`config.mk`:
```
export PLATFORM = sky130hd
export DESIGN_NAME = iwr_device_flat
export DESIGN_NICKNAME = d
export VERILOG_FILES = /design/src/core/iwr_pkg.sv /design/src/core/iwr_link_if.sv /design/src/core/iwr_device.sv /design/src/flat_wrapper.sv
export VERILOG_INCLUDE_DIRS = /design/src /design/src/core
export SDC_FILE = /design/constraint.sdc
export NUM_CORES = 1
export LEC_CHECK = 0
export BUFFER_PORTS_ARGS = -buffer_cell sky130_fd_sc_hd__buf_2
export CORE_MARGIN = 8
export CORE_UTILIZATION = 50
export CTS_CLUSTER_SIZE = 10
export DETAILED_ROUTE_END_ITERATION = 10
export PLACE_DENSITY = 0.68
export SLEW_MARGIN = 10
export SYNTH_ARGS = -nofsm -noshare
export SYNTH_HDL_FRONTEND = slang
export SYNTH_SLANG_ARGS = --single-unit
```
`constraint.sdc`:
```
create_clock -name clock_in -period 4.2 [get_ports clock_in]
set_input_delay 0.21 -clock clock_in [delete_from_list [all_inputs] [get_ports clock_in]]
set_output_delay 0.21 -clock clock_in [all_outputs]
set_load 0.02 [all_outputs]
```
`src/core/iwr_defines.svh`:
```
`ifndef IWR_DEFINES_SVH
`define IWR_DEFINES_SVH
// ----------------------------------------------------------------
// Command codes and lengths
// ----------------------------------------------------------------
`define IWR_CMD_PROTO      8'h02
`define IWR_CMD_IDLE       8'h07
`define IWR_CMD_READ       8'h08
`define IWR_CMD_WRITE      8'h09
`define IWR_LEN_IDLE       8'h0E
`define IWR_LEN_READ       8'h03
`define IWR_LEN_WR_IDX     8'h03
`define IWR_LEN_WR_VAL     8'h04
`define IWR_LEN_HDR        8'h02
// ----------------------------------------------------------------
// Register addresses and values
// ----------------------------------------------------------------
`define IWR_ADDR_WAKE      8'h62
`define IWR_ADDR_ACC       8'h69
`define IWR_ADDR_IDX       8'h68
`define IWR_IDX_ACC        8'h04
`define IWR_ACC_DEFAULT    8'h27
`define IWR_ACC_WR_MASK    8'h3F
`define IWR_RES_OK         8'h00
`define IWR_ERR_LEN        8'h82
`define IWR_LEN_ZERO       8'h00
`define IWR_LEN_ONE        8'h01
`define IWR_CAUSE_FIELD    8'h04
`define IWR_CAUSE_PIN      8'h08
`define IWR_WSRC_FIELD     1
`define IWR_WSRC_FIELD_ALT 2
`define IWR_WSRC_PIN       3
`define IWR_ENTRY_HIB      16'h0400
`define IWR_ENTRY_SLEEP    16'h0142
`define IWR_WAKE_HIB       16'h0400
`define IWR_WAKE_SLEEP     16'h3800
`define IWR_EXIT_CTRL      16'h1800
// ----------------------------------------------------------------
// Sizes and timing
// ----------------------------------------------------------------
`define IWR_BUF_DEPTH      16
`define IWR_CLK_MHZ        100
`define IWR_STARTUP_US     6000
`define IWR_STARTUP_CYC    (`IWR_STARTUP_US * `IWR_CLK_MHZ)
`define IWR_HALF_PER       4'h8
`define IWR_WAKE_LOW       8'h20
`endif

```
`src/core/iwr_pkg.sv`:
```
package iwr_pkg;
	// Device command states
	typedef enum logic [2:0] {
		DEV_POWERUP, DEV_STARTUP, DEV_READY, DEV_RESP, DEV_WFE
	} iwr_dev_state_t;
	// Host transfer states
	typedef enum logic [2:0] {
		HST_IDLE, HST_SEND, HST_WAIT, HST_READ, HST_DONE
	} iwr_host_state_t;
endpackage

```
`src/core/iwr_link_if.sv`:
```
`timescale 1ns/1ps
`default_nettype none
interface iwr_link_if;
	logic sclk;        // Serial clock, host made, idle low
	logic cs_n;        // Frame select, active low
	logic mosi;        // Host to device data
	logic miso;        // Device to host data
	logic wake_n;      // Wake pulse, active low
	logic resp_rdy_n;  // Response pending, active low
	modport device (input sclk, cs_n, mosi, wake_n,
		output miso, resp_rdy_n);
	modport host (output sclk, cs_n, mosi, wake_n,
		input miso, resp_rdy_n);
endinterface
`default_nettype wire

```
`src/core/iwr_device.sv`:
```
`timescale 1ns/1ps
`default_nettype none
`include "iwr_defines.svh"
module iwr_device #(
	parameter int STARTUP_CYCLES = `IWR_STARTUP_CYC
) (
	input  wire logic              clock_in,
	input  wire logic              rst_in,
	iwr_link_if.device             link,
	input  wire logic              field_detect_in,
	output logic                   low_power_out,
	output logic                   cmd_ready_out,
	output logic [7:0]             analog_config_out,
	output logic [7:0]             wake_source_out
);
	import iwr_pkg::*;

	// ----------------------------------------------------------------
	// State
	// ----------------------------------------------------------------
	iwr_dev_state_t state_ff, nxt_state;     // Command state
	logic [19:0]    cnt_ff, nxt_cnt;         // Startup delay count
	logic [2:0]     sclk_s_ff, nxt_sclk_s;   // Sync plus edge history
	logic [2:0]     cs_s_ff, nxt_cs_s;
	logic [2:0]     wake_s_ff, nxt_wake_s;
	logic [2:0]     field_s_ff, nxt_field_s;
	logic [1:0]     mosi_s_ff, nxt_mosi_s;   // Data sync only
	logic [7:0]     rx_ff, nxt_rx;           // Receive shifter
	logic [7:0]     tx_ff, nxt_tx;           // Transmit shifter
	logic [2:0]     bit_ff, nxt_bit;         // Bits in current byte
	logic [4:0]     byte_ff, nxt_byte;       // Whole bytes in frame
	logic [1:0]     tx_idx_ff, nxt_tx_idx;   // Next answer byte
	logic [7:0]     cmd_ff [`IWR_BUF_DEPTH]; // Command bytes
	logic [7:0]     nxt_cmd [`IWR_BUF_DEPTH];
	logic [7:0]     resp_ff [3];             // Code, length, data
	logic [7:0]     nxt_resp [3];
	logic [7:0]     wsrc_ff, nxt_wsrc;       // Wake source enables
	logic [7:0]     acc_ff, nxt_acc;         // Analog config
	logic [7:0]     idx_ff, nxt_idx;         // Register index
	logic           hib_ff, nxt_hib;         // Hibernate selected
	logic           miso_ff, nxt_miso;
	logic           rdy_n_ff, nxt_rdy_n;
	logic           lp_ff, nxt_lp;
	logic           ready_ff, nxt_ready;

	// Edge decode, only from second and third stages
	function automatic logic rise(input logic [2:0] s);
		return s[1] & ~s[2];
	endfunction
	function automatic logic fall(input logic [2:0] s);
		return ~s[1] & s[2];
	endfunction
	function automatic logic [7:0] resp_byte(input logic [1:0] i,
		input logic [7:0] r0, input logic [7:0] r1,
		input logic [7:0] r2);
		case (i)
			2'h0:    return r0;
			2'h1:    return r1;
			2'h2:    return r2;
			default: return 8'h00;
		endcase
	endfunction

	logic       sclk_r, sclk_f, cs_r, cs_f, wake_f, field_r;
	logic       len_ok;
	logic [7:0] rbyte;
	logic [7:0] nbyte;
	assign sclk_r  = rise(sclk_s_ff);
	assign sclk_f  = fall(sclk_s_ff);
	assign cs_r    = rise(cs_s_ff);
	assign cs_f    = fall(cs_s_ff);
	assign wake_f  = fall(wake_s_ff);
	assign field_r = rise(field_s_ff);
	assign rbyte   = {rx_ff[6:0], mosi_s_ff[1]};
	// Whole frame must match its own length byte
	assign len_ok  = ({3'h0, byte_ff} == cmd_ff[1] + `IWR_LEN_HDR);
	assign nbyte   = resp_byte(tx_idx_ff, resp_ff[0], resp_ff[1],
		resp_ff[2]);

	// ----------------------------------------------------------------
	// Next state
	// ----------------------------------------------------------------
	always_comb begin
		nxt_state   = state_ff;
		nxt_cnt     = cnt_ff;
		nxt_sclk_s  = {sclk_s_ff[1:0], link.sclk};
		nxt_cs_s    = {cs_s_ff[1:0], link.cs_n};
		nxt_wake_s  = {wake_s_ff[1:0], link.wake_n};
		nxt_field_s = {field_s_ff[1:0], field_detect_in};
		nxt_mosi_s  = {mosi_s_ff[0], link.mosi};
		nxt_rx      = rx_ff;
		nxt_tx      = tx_ff;
		nxt_bit     = bit_ff;
		nxt_byte    = byte_ff;
		nxt_tx_idx  = tx_idx_ff;
		nxt_cmd     = cmd_ff;
		nxt_resp    = resp_ff;
		nxt_wsrc    = wsrc_ff;
		nxt_acc     = acc_ff;
		nxt_idx     = idx_ff;
		nxt_hib     = hib_ff;
		nxt_miso    = miso_ff;
		nxt_rdy_n   = rdy_n_ff;
		// Bit and byte counting on every rising serial edge while selected
		if (!cs_s_ff[1] && sclk_r) begin
			nxt_rx  = rbyte;
			nxt_bit = bit_ff + 3'h1;
			if (bit_ff == 3'h7 && byte_ff != 5'h1F) begin
				nxt_byte = byte_ff + 5'h1;
			end
			// Only a ready device takes command bytes
			if (bit_ff == 3'h7 && state_ff == DEV_READY &&
				!byte_ff[4]) begin
				nxt_cmd[byte_ff[3:0]] = rbyte;
			end
		end
		if (cs_f) begin
			nxt_bit  = 3'h0;
			nxt_byte = 5'h0;
		end
		case (state_ff)
			DEV_POWERUP: begin
				if (wake_f) begin
					nxt_state = DEV_STARTUP;
					nxt_cnt   = 20'h0;
				end
			end
			DEV_STARTUP: begin
				// Frames during startup are dropped
				nxt_cnt = cnt_ff + 20'h1;
				if (cnt_ff == 20'(STARTUP_CYCLES - 1)) begin
					nxt_state = DEV_READY;
				end
			end
			DEV_READY: begin
				if (cs_r && byte_ff != 5'h0) begin
					// Default answer: bad length or unknown
					nxt_resp[0] = `IWR_ERR_LEN;
					nxt_resp[1] = `IWR_LEN_ZERO;
					nxt_resp[2] = 8'h00;
					nxt_state   = DEV_RESP;
					nxt_rdy_n   = 1'b0;
					case (cmd_ff[0])
						`IWR_CMD_IDLE: begin
							if (len_ok && cmd_ff[1] == `IWR_LEN_IDLE) begin
								nxt_wsrc  = cmd_ff[2];
								nxt_hib   = {cmd_ff[3], cmd_ff[4]}
									== `IWR_ENTRY_HIB;
								nxt_state = DEV_WFE;
								nxt_rdy_n = 1'b1;
							end
						end
						`IWR_CMD_READ: begin
							// Only the two documented addresses answer
							if (len_ok && cmd_ff[1] == `IWR_LEN_READ &&
								(cmd_ff[2] == `IWR_ADDR_WAKE ||
								cmd_ff[2] == `IWR_ADDR_ACC)) begin
								nxt_resp[0] = `IWR_RES_OK;
								nxt_resp[1] = `IWR_LEN_ONE;
								if (cmd_ff[2] == `IWR_ADDR_WAKE) begin
									nxt_resp[2] = wsrc_ff;
								end else if (idx_ff == `IWR_IDX_ACC) begin
									nxt_resp[2] = acc_ff;
								end else begin
									// Unknown index reads as zero
									nxt_resp[2] = 8'h00;
								end
							end
						end
						`IWR_CMD_WRITE: begin
							if (len_ok && cmd_ff[2] == `IWR_ADDR_IDX &&
								(cmd_ff[1] == `IWR_LEN_WR_IDX ||
								cmd_ff[1] == `IWR_LEN_WR_VAL)) begin
								nxt_resp[0] = `IWR_RES_OK;
								nxt_idx     = cmd_ff[4];
								if (cmd_ff[1] == `IWR_LEN_WR_VAL) begin
									// Flag moves index past the value
									nxt_idx = cmd_ff[4] + {7'h0, cmd_ff[3][0]};
									if (cmd_ff[4] == `IWR_IDX_ACC) begin
										// Reserved bits kept clear
										nxt_acc = cmd_ff[5] & `IWR_ACC_WR_MASK;
									end
								end
							end
						end
						`IWR_CMD_PROTO: begin
							nxt_resp[0] = `IWR_RES_OK;
							nxt_acc     = `IWR_ACC_DEFAULT;
						end
						default: begin
						end
					endcase
				end
			end
			DEV_RESP: begin
				if (cs_f) begin
					// First bit must stand before first rise
					nxt_tx     = resp_ff[0];
					nxt_miso   = resp_ff[0][7];
					nxt_tx_idx = 2'h1;
				end else if (!cs_s_ff[1] && sclk_f) begin
					if (bit_ff == 3'h0) begin
						nxt_tx     = nbyte;
						nxt_miso   = nbyte[7];
						nxt_tx_idx = (tx_idx_ff == 2'h3) ? 2'h3 :
							tx_idx_ff + 2'h1;
					end else begin
						nxt_tx   = {tx_ff[6:0], 1'b0};
						nxt_miso = tx_ff[6];
					end
				end else if (cs_r) begin
					nxt_miso = 1'b0;
					// Short read leaves the answer pending
					if ({3'h0, byte_ff} >= resp_ff[1] + `IWR_LEN_HDR) begin
						nxt_state = DEV_READY;
						nxt_rdy_n = 1'b1;
					end
				end
			end
			DEV_WFE: begin
				if (wake_f && (hib_ff || wsrc_ff[`IWR_WSRC_PIN])) begin
					nxt_resp[2] = `IWR_CAUSE_PIN;
					nxt_state   = DEV_RESP;
				end else if (!hib_ff && field_r &&
					(wsrc_ff[`IWR_WSRC_FIELD] ||
					wsrc_ff[`IWR_WSRC_FIELD_ALT])) begin
					nxt_resp[2] = `IWR_CAUSE_FIELD;
					nxt_state   = DEV_RESP;
				end
				if (nxt_state == DEV_RESP) begin
					nxt_resp[0] = `IWR_RES_OK;
					nxt_resp[1] = `IWR_LEN_ONE;
					nxt_rdy_n   = 1'b0;
				end
			end
			default: begin
				nxt_state = DEV_POWERUP;
			end
		endcase
		nxt_lp    = (nxt_state == DEV_POWERUP || nxt_state == DEV_WFE);
		nxt_ready = (nxt_state == DEV_READY);
	end

	// ----------------------------------------------------------------
	// Registers
	// ----------------------------------------------------------------
	always_ff @(posedge clock_in or posedge rst_in) begin
		if (rst_in) begin
			state_ff   <= DEV_POWERUP;
			cnt_ff     <= 20'h0;
			sclk_s_ff  <= 3'h0;
			cs_s_ff    <= 3'h7;
			wake_s_ff  <= 3'h7;
			field_s_ff <= 3'h0;
			mosi_s_ff  <= 2'h0;
			rx_ff      <= 8'h00;
			tx_ff      <= 8'h00;
			bit_ff     <= 3'h0;
			byte_ff    <= 5'h0;
			tx_idx_ff  <= 2'h0;
			cmd_ff     <= '{default: 8'h00};
			resp_ff    <= '{default: 8'h00};
			wsrc_ff    <= 8'h00;
			acc_ff     <= `IWR_ACC_DEFAULT;
			idx_ff     <= 8'h00;
			hib_ff     <= 1'b0;
			miso_ff    <= 1'b0;
			rdy_n_ff   <= 1'b1;
			lp_ff      <= 1'b1;
			ready_ff   <= 1'b0;
		end else begin
			state_ff   <= nxt_state;
			cnt_ff     <= nxt_cnt;
			sclk_s_ff  <= nxt_sclk_s;
			cs_s_ff    <= nxt_cs_s;
			wake_s_ff  <= nxt_wake_s;
			field_s_ff <= nxt_field_s;
			mosi_s_ff  <= nxt_mosi_s;
			rx_ff      <= nxt_rx;
			tx_ff      <= nxt_tx;
			bit_ff     <= nxt_bit;
			byte_ff    <= nxt_byte;
			tx_idx_ff  <= nxt_tx_idx;
			cmd_ff     <= nxt_cmd;
			resp_ff    <= nxt_resp;
			wsrc_ff    <= nxt_wsrc;
			acc_ff     <= nxt_acc;
			idx_ff     <= nxt_idx;
			hib_ff     <= nxt_hib;
			miso_ff    <= nxt_miso;
			rdy_n_ff   <= nxt_rdy_n;
			lp_ff      <= nxt_lp;
			ready_ff   <= nxt_ready;
		end
	end

	assign link.miso         = miso_ff;
	assign link.resp_rdy_n   = rdy_n_ff;
	assign low_power_out     = lp_ff;
	assign cmd_ready_out     = ready_ff;
	assign analog_config_out = acc_ff;
	assign wake_source_out   = wsrc_ff;
endmodule // iwr_device
`default_nettype wire

```
`src/flat_wrapper.sv`:
```
// flat-port wrapper written by rule: the top's interface ports become plain ports
module iwr_device_flat import iwr_pkg::*;
#(
	parameter int STARTUP_CYCLES = `IWR_STARTUP_CYC
)
  (clock_in, rst_in, field_detect_in, low_power_out, cmd_ready_out, analog_config_out, wake_source_out, link_sclk, link_cs_n, link_mosi, link_wake_n, link_miso, link_resp_rdy_n);
  iwr_link_if link_i ();
  input  wire logic clock_in;
  input  wire logic rst_in;
  input  wire logic field_detect_in;
  output logic low_power_out;
  output logic cmd_ready_out;
  output logic [7:0] analog_config_out;
  output logic [7:0] wake_source_out;
  input wire logic [$bits(link_i.sclk)-1:0] link_sclk;
  input wire logic [$bits(link_i.cs_n)-1:0] link_cs_n;
  input wire logic [$bits(link_i.mosi)-1:0] link_mosi;
  input wire logic [$bits(link_i.wake_n)-1:0] link_wake_n;
  output wire logic [$bits(link_i.miso)-1:0] link_miso;
  output wire logic [$bits(link_i.resp_rdy_n)-1:0] link_resp_rdy_n;
  assign link_i.sclk = link_sclk;
  assign link_i.cs_n = link_cs_n;
  assign link_i.mosi = link_mosi;
  assign link_i.wake_n = link_wake_n;
  assign link_miso = link_i.miso;
  assign link_resp_rdy_n = link_i.resp_rdy_n;
  iwr_device #(.STARTUP_CYCLES(STARTUP_CYCLES)) u_core (.clock_in(clock_in), .rst_in(rst_in), .link(link_i), .field_detect_in(field_detect_in), .low_power_out(low_power_out), .cmd_ready_out(cmd_ready_out), .analog_config_out(analog_config_out), .wake_source_out(wake_source_out));
endmodule
```
Yosys cells after proc, flatten, opt, wreduce, memory -nomap -nowiden
Cells that the tools add are included.
{ "word_totals": {"regBits": 242, "inputBits": 7, "output_inout_bits": 20, "elab_cells": 209} }
{ "classes": {"add_sub_neg": 7, "order_cmp": 3, "n_eq_ne": 38, "n_mux": 60, "bitwise_logic": 13, "reduce_logical": 49} }
{ "op_table": {"columns": ["operator", "n"], "rows": [
  ["$bwmux W128", 1],
  ["$mux W8", 10],
  ["$mux W24", 2],
  ["$pmux W24 S2", 1],
  ["$pmux W8 S3", 2],
  ["$mux W3", 14],
  ["$pmux W20 S2", 1],
  ["$demux W8 S4", 1],
  ["$eq A8 B3 Y1 const B", 4],
  ["$mux W16", 2],
  ["$eq A8 B4 Y1 const B", 3],
  ["$eq A8 B7 Y1 const B", 3],
  ["$mux W7", 3],
  ["$add A20 B1 Y20 const B", 1],
  ["$eq A20 B20 Y1 const B", 1],
  ["$mux W20", 1],
  ["$add A8 B2 Y8 const B", 2],
  ["$eq A16 B11 Y1 const B", 1],
  ["$eq A8 B2 Y1 const B", 2],
  ["$pmux W8 S2", 1],
  ["$logic_and A1 B1 Y1", 15],
  ["$mux W5", 3],
  ["$pmux W3 S5", 1],
  ["$ne A2 B1 Y1 const B", 7],
  ["other kinds (34)", 88]
]} }

Depth between registers and ports, before layout
Gate-level depths: netlist of run 1.
{ "depth": {"ltp_word": 10, "ltp_mapped": 8, "ltp_nobuf": 7} }

Worst setup path before layout of run 1
OpenSTA, ideal clock, no wires.
{ "synth_timing": {"path_kind": "register to register", "from": "reg u_core.cmd_ff[113] (netlist name)", "to": "reg u_core.idx_ff[0]", "setup_time_ns": 0.125, "arrival_time_ns": 2.323, "required_time_ns": 4.075, "setup_slack_ns": 1.752, "stages_incl_launch_ff": 7, "n_path_buf": 0, "period_less_slack_ns": 2.448, "cell_sequence": "dfrtp_1 -> ha_1 -> o21ba_2 -> a221oi_1 -> o2111ai_1 -> nor3_2 -> mux2_2"} }
{ "synth_via": {"elab_chain_len": 5, "elab_cells_between_ends": 9, "classes_between": "add/sub (1); eq/ne (3); mux (1); reduce/logical (4)"} }
{ "synth_lines": {"columns": ["element", "line_no", "rtl"], "rows": [
  ["start: declaration", "iwr_device.sv:33", "logic [7:0] cmd_ff [`IWR_BUF_DEPTH];"],
  ["start signal: assignment", "iwr_device.sv:284", "cmd_ff <= nxt_cmd;"],
  ["$add A8 B2 Y8 (no line)", null, null],
  ["$eq A5 B8 Y1 (no line)", null, null],
  ["$logic_and A1 B1 Y1 (no line)", null, null],
  ["$logic_and A1 B1 Y1", "iwr_device.sv:171", "if (len_ok && cmd_ff[2] == `IWR_ADDR_IDX &&"],
  ["$reduce_and A4 Y1 (no line)", null, null],
  ["end signal: assignment", "iwr_device.sv:288", "idx_ff <= nxt_idx;"],
  ["end: declaration", "iwr_device.sv:39", "logic [7:0] idx_ff, nxt_idx;"]
]} }
Several ways; a longest one is shown, not always the timed one.
A chain may end at the register's enable or synchronous reset.

Worst setup path after layout of run 1
{ "layout_timing": {"from": "reg u_core.cmd_ff[113] (netlist name)", "to": "reg u_core.idx_ff[7]"} }
Same word-level chain as after synthesis.

==> metrics.md, run 1 <==
| Metric | Value |
|---|---|
| Antenna Cells | `0` |
| Worst R2R Setup Slack | `1.40 ns` |
| WL met1 | `around 6.6 mm` |
| DRT antenna net count | `0` |
| Register area share after synthesis | `0.529` |
| Die ar. | `between 15000 and 20000 um2` |
| Starting Density | `0.514` |
| Req. time, crit path | `between 4 and 5 ns` |
| Arr. time, crit path | `~3.1 ns` |
| Final Max Tran Viols | `0` |
| P_sw | `0.790 mW` |
| Most common cell after layout, fill and taps aside | `dfrtp_1` |
| Hold_ws | `about 0.029 ns` |
| DR pass1 iterations | `5` |
| Multiplexer area fraction after synthesis | `0.147` |
| Post-synth top area share | `0.483` |
| Final worst slack | `between 1 and 1.5 ns` |
| Core ar. | `13300 um2` |
| CTS H-tree depth | `4` |
| Xor/xnor share of the synthesized area | `0.0231` |
| Clock share of power | `0.469` |
| Met2 wire length | `around 7 mm` |
| Max-capacitance violation count | `0` |
| DP Worst Slack | `1.40 ns` |
| Design Power | `about 3.3 mW` |
| Final Cycle Share | `0.667` |
| Largest net degree at the start of global routing | `approximately 120` |
| Synth Warn # | `0` |
| Fmax | `357 MHz` |
| LEAKAGE | `between 3 and 4 nW` |
| Total clock buffers created by CTS | `17` |
| Area Growth Syn to Fin | `13.9%` |
| Final Wtd Congestion | `0.847` |
| Share of cells above drive strength 1 | `0.243` |
| Die Width | `133 um` |
| Worst slew margin | `0.316` |
| Post-synth top area cell | `dfrtp_1` |
| Routed wire length | `approximately 15 mm` |
| Startpoint types | `flop` |
| Syn Area/Cell | `11.5 um2` |
| Final Skew | `0.00873 ns` |
| Clk slew on worst S/H paths | `around 0.060 ns` |
| Primary FF master, synth | `dfrtp_1` |
| Post-Synth Adder-Cell Area | `0.0238` |
| Fillers | `approximately 1100` |
| R2r worst-path depth | `6` |
| Syn Inst Count | `between 500 and 600` |
| Worst Hold Class | `in -> async` |
| Main combinational cell family by area after synthesis | `simple AND/OR/NAND/NOR gates` |
| Critical path class | `reg -> reg` |
| Cell variety after synth | `67` |
| Commonest cells after routing, fill and taps aside | `dfrtp_1, mux2_2, nand2_1` |
| Top cells by area, synth | `dfrtp_1, mux2_2, dfstp_2` |
| Critical-path cell list | `ha_1, o21ba_2, a221oi_1, o2111ai_1, nor3_2, mux2_2` |
| Post-synth EDFFs | `0` |
| Fin. Hold Viols | `0` |
| CTS tree | `built` |
| I/O pin count | `27` |
| Slowest CP cell | `nor3_2` |
| Setup TNS | `0 ns` |
| Worst-path maximum fanout | `8` |
| Initial antenna violation count | `0` |
| Simple-gate share of the synthesized area | `0.180` |
| First-pass GRT wire length | `between 20 and 25 mm` |
| Switching Fraction | `0.241` |
| Overall Global Routing Usage | `0.175` |
| Post-synthesis compound-gate area fraction | `0.0794` |
| Crit. End Element | `flop` |
| Top sig layer | `met4` |
| CP max stage delay | `approximately 0.67 ns` |
| Worst VDD drop | `0.000327 V` |
| Worst-Margin Slew | `between 1 and 1.5 ns` |
| Via count | `roughly 4800` |
| P_int | `2.49 mW` |
| Reg2Reg Capture Point | `u_core.idx_ff[7]` |
| Comb power frac | `0.051` |
| Post-synth ARST share | `1.00` |
| Number of global-route vias before repair | `between 4000 and 5000` |
| Part of the power in registers | `0.480` |
| Clock Path Buffers | `2` |
| Drt drc | `0` |
| Status | `finished clean` |
| RSZ-0062 raised after global routing | `false` |
| Flops & latches, synth | `144` |
| Worst-Skew Late Latency | `roughly 0.42 ns` |
| Grt ovf | `0` |
| IO Port Bufs | `24` |
| Total clock sinks | `144` |
| FP Rows | `between 40 and 50` |
| Vias/cell | `between 5 and 6` |
| Initial DRC count | `approximately 350` |
| Met3 Wirelength | `between 500 and 600 um` |
| Pwr per Cell Area | `421 nW/um2` |
| WL/cell | `approximately 18 um` |
| Die Span Y | `~130 um` |
| Min Tclk post-route | `approximately 2.8 ns` |
| Root Buffer | `clkbuf_16` |
| Half-perimeter wire length after placement | `around 10 mm` |
| Worst r2r src | `u_core.cmd_ff[113]` |
| Final setup fails | `0` |
| Synth Cell Area | `a little under 7000 um2` |
| # nets final | `~650` |
[sequential cells by signal (all words and copies together) (netlist names), 5 cells and up]
signal and cells:
u_core.resp_ff 10, u_core.wake_source_out 8, u_core.analog_config_out 6, u_core.rx_ff 7, u_core.cnt_ff 20, u_core.idx_ff 8, u_core.tx_ff 7, u_core.byte_ff 5
u_core.cmd_ff 46
[metrics by stage]
stage               utilization  std cells  cell area [um2]
floorplan                     -        596             6840
global placement          0.536        780             7120
detailed placement        0.536        780             7120
CTS                       0.586        817             7790
global route              0.586        817             7790
finish                    0.586        817             7790
[worst max-delay path, delay by kind of cell (launching register included)]
family                   cells  cell delay [ns]
multiplexers                 1             0.41
flip-flops                   1             0.44
AO/OA/AOI/OAI                3             0.89
AND/OR/NAND/NOR              1             0.67
adder cells (fa/ha/maj)      1             0.28
[synth_stat cells, drive strengths merged, types with 6 or more instances]
| master | n |
|---|---|
| a21oi | 8 |
| a22oi | 11 |
| and3 | 8 |
| buf | 7 |
| clkbuf | 11 |
| dfrtp | 132 |
| dfstp | 12 |
| ha | 13 |
| inv | 9 |
| mux2 | 71 |
| mux2i | 20 |
| nand2 | 61 |
| nand2b | 7 |
| nand3 | 18 |
| nand3b | 6 |
| nand4 | 13 |
| nor2 | 28 |
| nor2b | 12 |
| nor3 | 13 |
| nor3b | 6 |
| nor4 | 11 |
| o21ai | 34 |
| xnor2 | 12 |
| xor2 | 6 |
[repair_timing]
item / 4_1_cts / 5_1_grt
setup endpoints to repair: 0 / 0
hold buffers: 5 / 0
endpoints found under the hold margin: 5 / 0
resized for setup: 0 / 0
buffers inserted: 0 / 0
[worst max-delay path by stage]
stage | cells past startpoint | startpoint | to
6_report | 6 | u_core.cmd_ff[113] | u_core.idx_ff[7]
5_1_grt | 6 | u_core.cmd_ff[113] | u_core.idx_ff[1]
4_1_cts | 6 | u_core.cmd_ff[113] | u_core.idx_ff[7]
3_5_place_dp | 6 | u_core.cmd_ff[113] | u_core.idx_ff[7]
3_3_place_gp | 6 | u_core.cmd_ff[113] | u_core.idx_ff[6]
2_1_floorplan | 1 | rst_in | u_core.analog_config_out[3]
[kinds of logic after synthesis]
kind of cell | after synthesis
buf+inv | 27
xor+xnor | 18
simple gates | 217
mux | 91
fa+ha+maj | 13
other cells | 1
compound gates | 84
flops | 144
[power by group through the flow]
| stage | Sequential [mW] | Combinational (mW) | Clock, mW |
|---|---|---|---|
| floorplan | 1.54 | 0.132 | 0 |
| global placement | 1.59 | 0.157 | 0 |
| detailed placement | 1.60 | 0.168 | 0 |
| CTS | 1.58 | 0.171 | 1.57 |
| global route | 1.59 | 0.197 | 1.63 |
| finish | 1.57 | 0.167 | 1.54 |
[metal layers]
| layer | vias up | global-route usage |
|---|---|---|
| li1 | 2246 | - |
| met1 | 2374 | 0.219 |
| met2 | 106 | 0.284 |
| met3 | 26 | 0.0413 |
| met4 | 0 | 0.0744 |
| met5 | - | 0 |
[final cells by class]
type	count	area [um2]	share of cell area
clock buffers	20	457	0.0586
clock inverters	12	159	0.0204
inverters	9	38.8	0.00498
multi-input cells	425	3110	0.399
flip-flops and latches	144	3620	0.465
well taps	176	220	0.0283
repair buffers	31	185	0.0238
Note: power is estimated with default switching activity, not from simulation.
==> inputs of run 2 (changes only) <==
ABC_AREA = 1   (was default)
clock period = 2.3 ns   (was 4.2 ns; I/O delays follow)
==> metrics.md, run 2 <==
| Metric | Value |
|---|---|
| Status | `finished clean` |
| DR pass1 iterations | `5 (unchanged)` |
| Flops & latches, synth | `144 (unchanged)` |
| Resized cells post-CTS | `0 (unchanged)` |
| Total clock buffers created by CTS | `17 (unchanged)` |
| Share of cells above drive strength 1 | `0.131 (-0.112)` |
| CTS tree | `built` |
| Critical path class | `reg -> reg` |
| Largest register FFs | `46 (unchanged)` |
| Post-synth EDFFs | `0 (unchanged)` |
| RSZ-0062 raised after global routing | `false` |
| Startpoint types | `flop` |
| Syn Area/Cell | `8.16 um2 (-29%)` |
| Largest Register | `u_core.cmd_ff` |
| Final Skew | `0.00573 ns (-0.00300 ns)` |
| Worst-path maximum fanout | `16 (+8)` |
| Post-synth ARST share | `1.00 (unchanged)` |
| Die ar. | `18500 um2 (+4.9%)` |
| Synth Cell Area | `7210 um2 (+5.5%)` |
| Reg2Reg Capture Point | `u_core.idx_ff[7]` |
| Worst-Margin Slew | `0.560 ns (-0.466 ns)` |
| Commonest cells post-synth | `nand2_1, dfrtp_1, inv_1` |
| WL/cell | `14.4 um (-19%)` |
| Final Max Tran Viols | `0 (unchanged)` |
| Antenna Cells | `0 (unchanged)` |
| Starting Density | `0.504 (-0.0102)` |
| FP Rows | `44 (+4.8%)` |
| Initial antenna violation count | `0 (unchanged)` |
| Fin. Hold Viols | `0 (unchanged)` |
| IO Port Bufs | `24 (unchanged)` |
| Post-synth top area cell | `dfrtp_1` |
| Req. time, crit path | `2.61 ns (-1.90 ns)` |
| Die Span Y | `136 um (+2.4%)` |
| Post-route design area | `8340 um2 (+7.0%)` |
| DP Worst Slack | `0.242 ns (-1.16 ns)` |
| # nets final | `952 (+47%)` |
| DRT antenna net count | `0 (unchanged)` |
| Primary FF master, synth | `dfrtp_1` |
| I/O pin count | `27 (unchanged)` |
| Vias/cell | `5.15 (-11%)` |
| Synth Warn # | `0 (unchanged)` |
| Root Buffer | `clkbuf_16` |
| Top-count cell post-synth | `nand2_1` |
| Hold_buf cts | `6 (+1)` |
| Cell variety after synth | `47 (-30%)` |
| Part of the power in registers | `0.437 (-0.043)` |
| Setup TNS | `0 ns (unchanged)` |
| CTS H-tree depth | `4 (unchanged)` |
| Arr. time, crit path | `2.40 ns (-0.71 ns)` |
| Worst Hold Class | `in -> reg` |
| Worst setup startpoint | `u_core.cmd_ff[114]` |
| DP Cell Count | `1091 (+40%)` |
| Drt drc | `0 (unchanged)` |
| P_int | `4.75 mW (+91%)` |
| Max-capacitance violation count | `0 (unchanged)` |
| Worst-Skew Late Latency | `0.42 ns (about the same)` |
| Via count | `5819 (+22%)` |
| Postcts setup bufs | `0 (unchanged)` |
| Post-synth top area share | `0.458 (-0.0253)` |
| Overall Global Routing Usage | `0.184 (+0.00882)` |
| R2r worst-path depth | `12 (+6)` |
| Syn Inst Count | `884 (+49%)` |
| Commonest cells after routing, fill and taps aside | `nand2_1, dfrtp_1, inv_1` |
| Worst slew margin | `0.626 (+0.310)` |
| Switching Fraction | `0.233 (-0.00755)` |
| Final Cycle Share | `0.909 (+0.242)` |
| Register area share after synthesis | `0.502 (-0.0277)` |
| Crit. End Element | `flop` |
| Clk slew on worst S/H paths | `0.06 ns (about the same)` |
| Worst R2R Setup Slack | `0.21 ns (-1.19 ns)` |
| Most common cell after layout, fill and taps aside | `nand2_1` |
| Final Wtd Congestion | `0.880 (+3.8%)` |
| Final setup fails | `0 (unchanged)` |
| Die Width | `136 um (+2.4%)` |
| Top cells by area, synth | `dfrtp_1, nand2_1, o21ai_0` |
| Area post-placement | `7610 um2 (+6.9%)` |
| Number of global-route vias before repair | `5459 (+14%)` |
| CP max stage delay | `0.45 ns (-0.22 ns)` |
| Clock share of power | `0.497 (+0.028)` |
| Initial DRC count | `477 (+37%)` |
| Slowest CP cell | `dfrtp_1` |
| Worst r2r src | `u_core.cmd_ff[114]` |
| Core ar. | `14300 um2 (+7.7%)` |
| Finished Layout Cells | `1129 (+38%)` |
| Clock Path Buffers | `2 (unchanged)` |
| Comb power frac | `0.065 (+0.014)` |
| Final worst slack | `0.210 ns (-1.19 ns)` |
| Fmax | `478 MHz (+34%)` |
| First-pass GRT wire length | `27.0 mm (+9.1%)` |
| LEAKAGE | `4.07 nW (+14%)` |
| Critical-path cell list | `ha_1, inv_1, nand2_1, nand2_1, nor2_1, nand3_1, nor2_2, nand2_2, nor2_8, nand3_4, o21ai_0, inv_1` |
| Total clock sinks | `144 (unchanged)` |
| Half-perimeter wire length after placement | `11.5 mm (+9.8%)` |
| Routed wire length | `16.2 mm (+12%)` |
| Grt ovf | `0 (unchanged)` |
| P_sw | `1.44 mW (+83%)` |
| Largest regs | `u_core.cmd_ff (46), u_core.cnt_ff (20), u_core.resp_ff (10)` |
| Hold_ws | `0.334 ns (+0.305 ns)` |
| Crit path to | `u_core.idx_ff[7]` |
| Largest net degree at the start of global routing | `86 (-26%)` |
| Area Growth Syn to Fin | `15.5%` |
| Worst VDD drop | `0.000688 V (+110%)` |
| Min Tclk post-route | `2.09 ns (-0.712 ns)` |
| Pwr per Cell Area | `743 nW/um2 (+76%)` |
==> run 2: changes by cell type in the layout (fill, tap and decap cells not counted), sizes merged, moves of 13 or more <==
cell | previous run | this run
a21oi | 8 | 21
buf | 26 | 39
inv | 10 | 116
mux2 | 71 | 0
mux2i | 20 | 5
nand2 | 61 | 229
nand3 | 18 | 75
nor2 | 28 | 89
o21ai | 34 | 99
==> run 2: cell type report <==
class / count / area (um2)
fill: 1294 / 5980
sequential: 144 / 3620
multi-input combinational: 609 / 3070
clock buffer: 20 / 457
inverter: 115 / 435
timing repair buffer: 45 / 318
tap: 184 / 230
clock inverter: 12 / 204
==> run 2: power groups by stage <==
stage | combinational (mW) | clock, mW | sequential (mW)
final | 0.405 | 3.08 | 2.71
after global routing | 0.459 | 3.23 | 2.72
after CTS | 0.416 | 3.13 | 2.71
after detailed placement | 0.395 | 0 | 2.75
after global placement | 0.384 | 0 | 2.75
after floorplan | 0.267 | 0 | 2.74
==> run 2: worst min-delay path by stage <==
stage,startpoint,endpoint,slack (ns),cells past startpoint
finish,field_detect_in,u_core.field_s_ff[0],0.33,2
global route,link_sclk,u_core.sclk_s_ff[0],0.32,2
CTS,field_detect_in,u_core.field_s_ff[0],0.32,2
detailed placement,link_cs_n,u_core.cs_s_ff[0],0.22,1
global placement,link_wake_n,u_core.wake_s_ff[0],0.22,1
floorplan,link_cs_n,u_core.cs_s_ff[0],0.12,0
==> run 2: logic make-up (layout without fill, tap and decap cells) <==
| family | after synthesis | after routing | share of synthesized area |
|---|---|---|---|
| multiplexers | 5 | 5 | 0.00694 |
| AO/OA/AOI/OAI | 139 | 139 | 0.106 |
| buffers and inverters | 132 | 192 | 0.0730 |
| other | 1 | 2 | 0.000520 |
| flip-flops | 144 | 144 | 0.502 |
| AND/OR/NAND/NOR | 440 | 440 | 0.277 |
| XOR/XNOR | 10 | 10 | 0.0121 |
| adder cells (fa/ha/maj) | 13 | 13 | 0.0225 |
==> run 2: worst max-delay path, delay by kind of cell, from the launching register on <==
family,cells,cell delay [ns]
adders and majority gates,1,0.33
and+or+nand+nor,8,0.88
DFF,1,0.45
AOI/OAI and AO/OA,1,0.22
buffers and inverters,2,0.09
==> run 2: layer usage <==
metal  track usage  wire length, um  vias to the layer above
met2         0.285             7460                      129
li1              -                -                     2962
met1         0.247             7770                     2709
met3        0.0425              704                       19
met5             0                0                        -
met4        0.0671              285                        0
==> run 2: through the flow <==
| step | util | power, mW |
|---|---|---|
| floorplan | - | 3.01 |
| global placement | 0.532 | 3.13 |
| detailed placement | 0.532 | 3.14 |
| CTS | 0.582 | 6.25 |
| global route | 0.582 | 6.41 |
| finish | 0.582 | 6.19 |
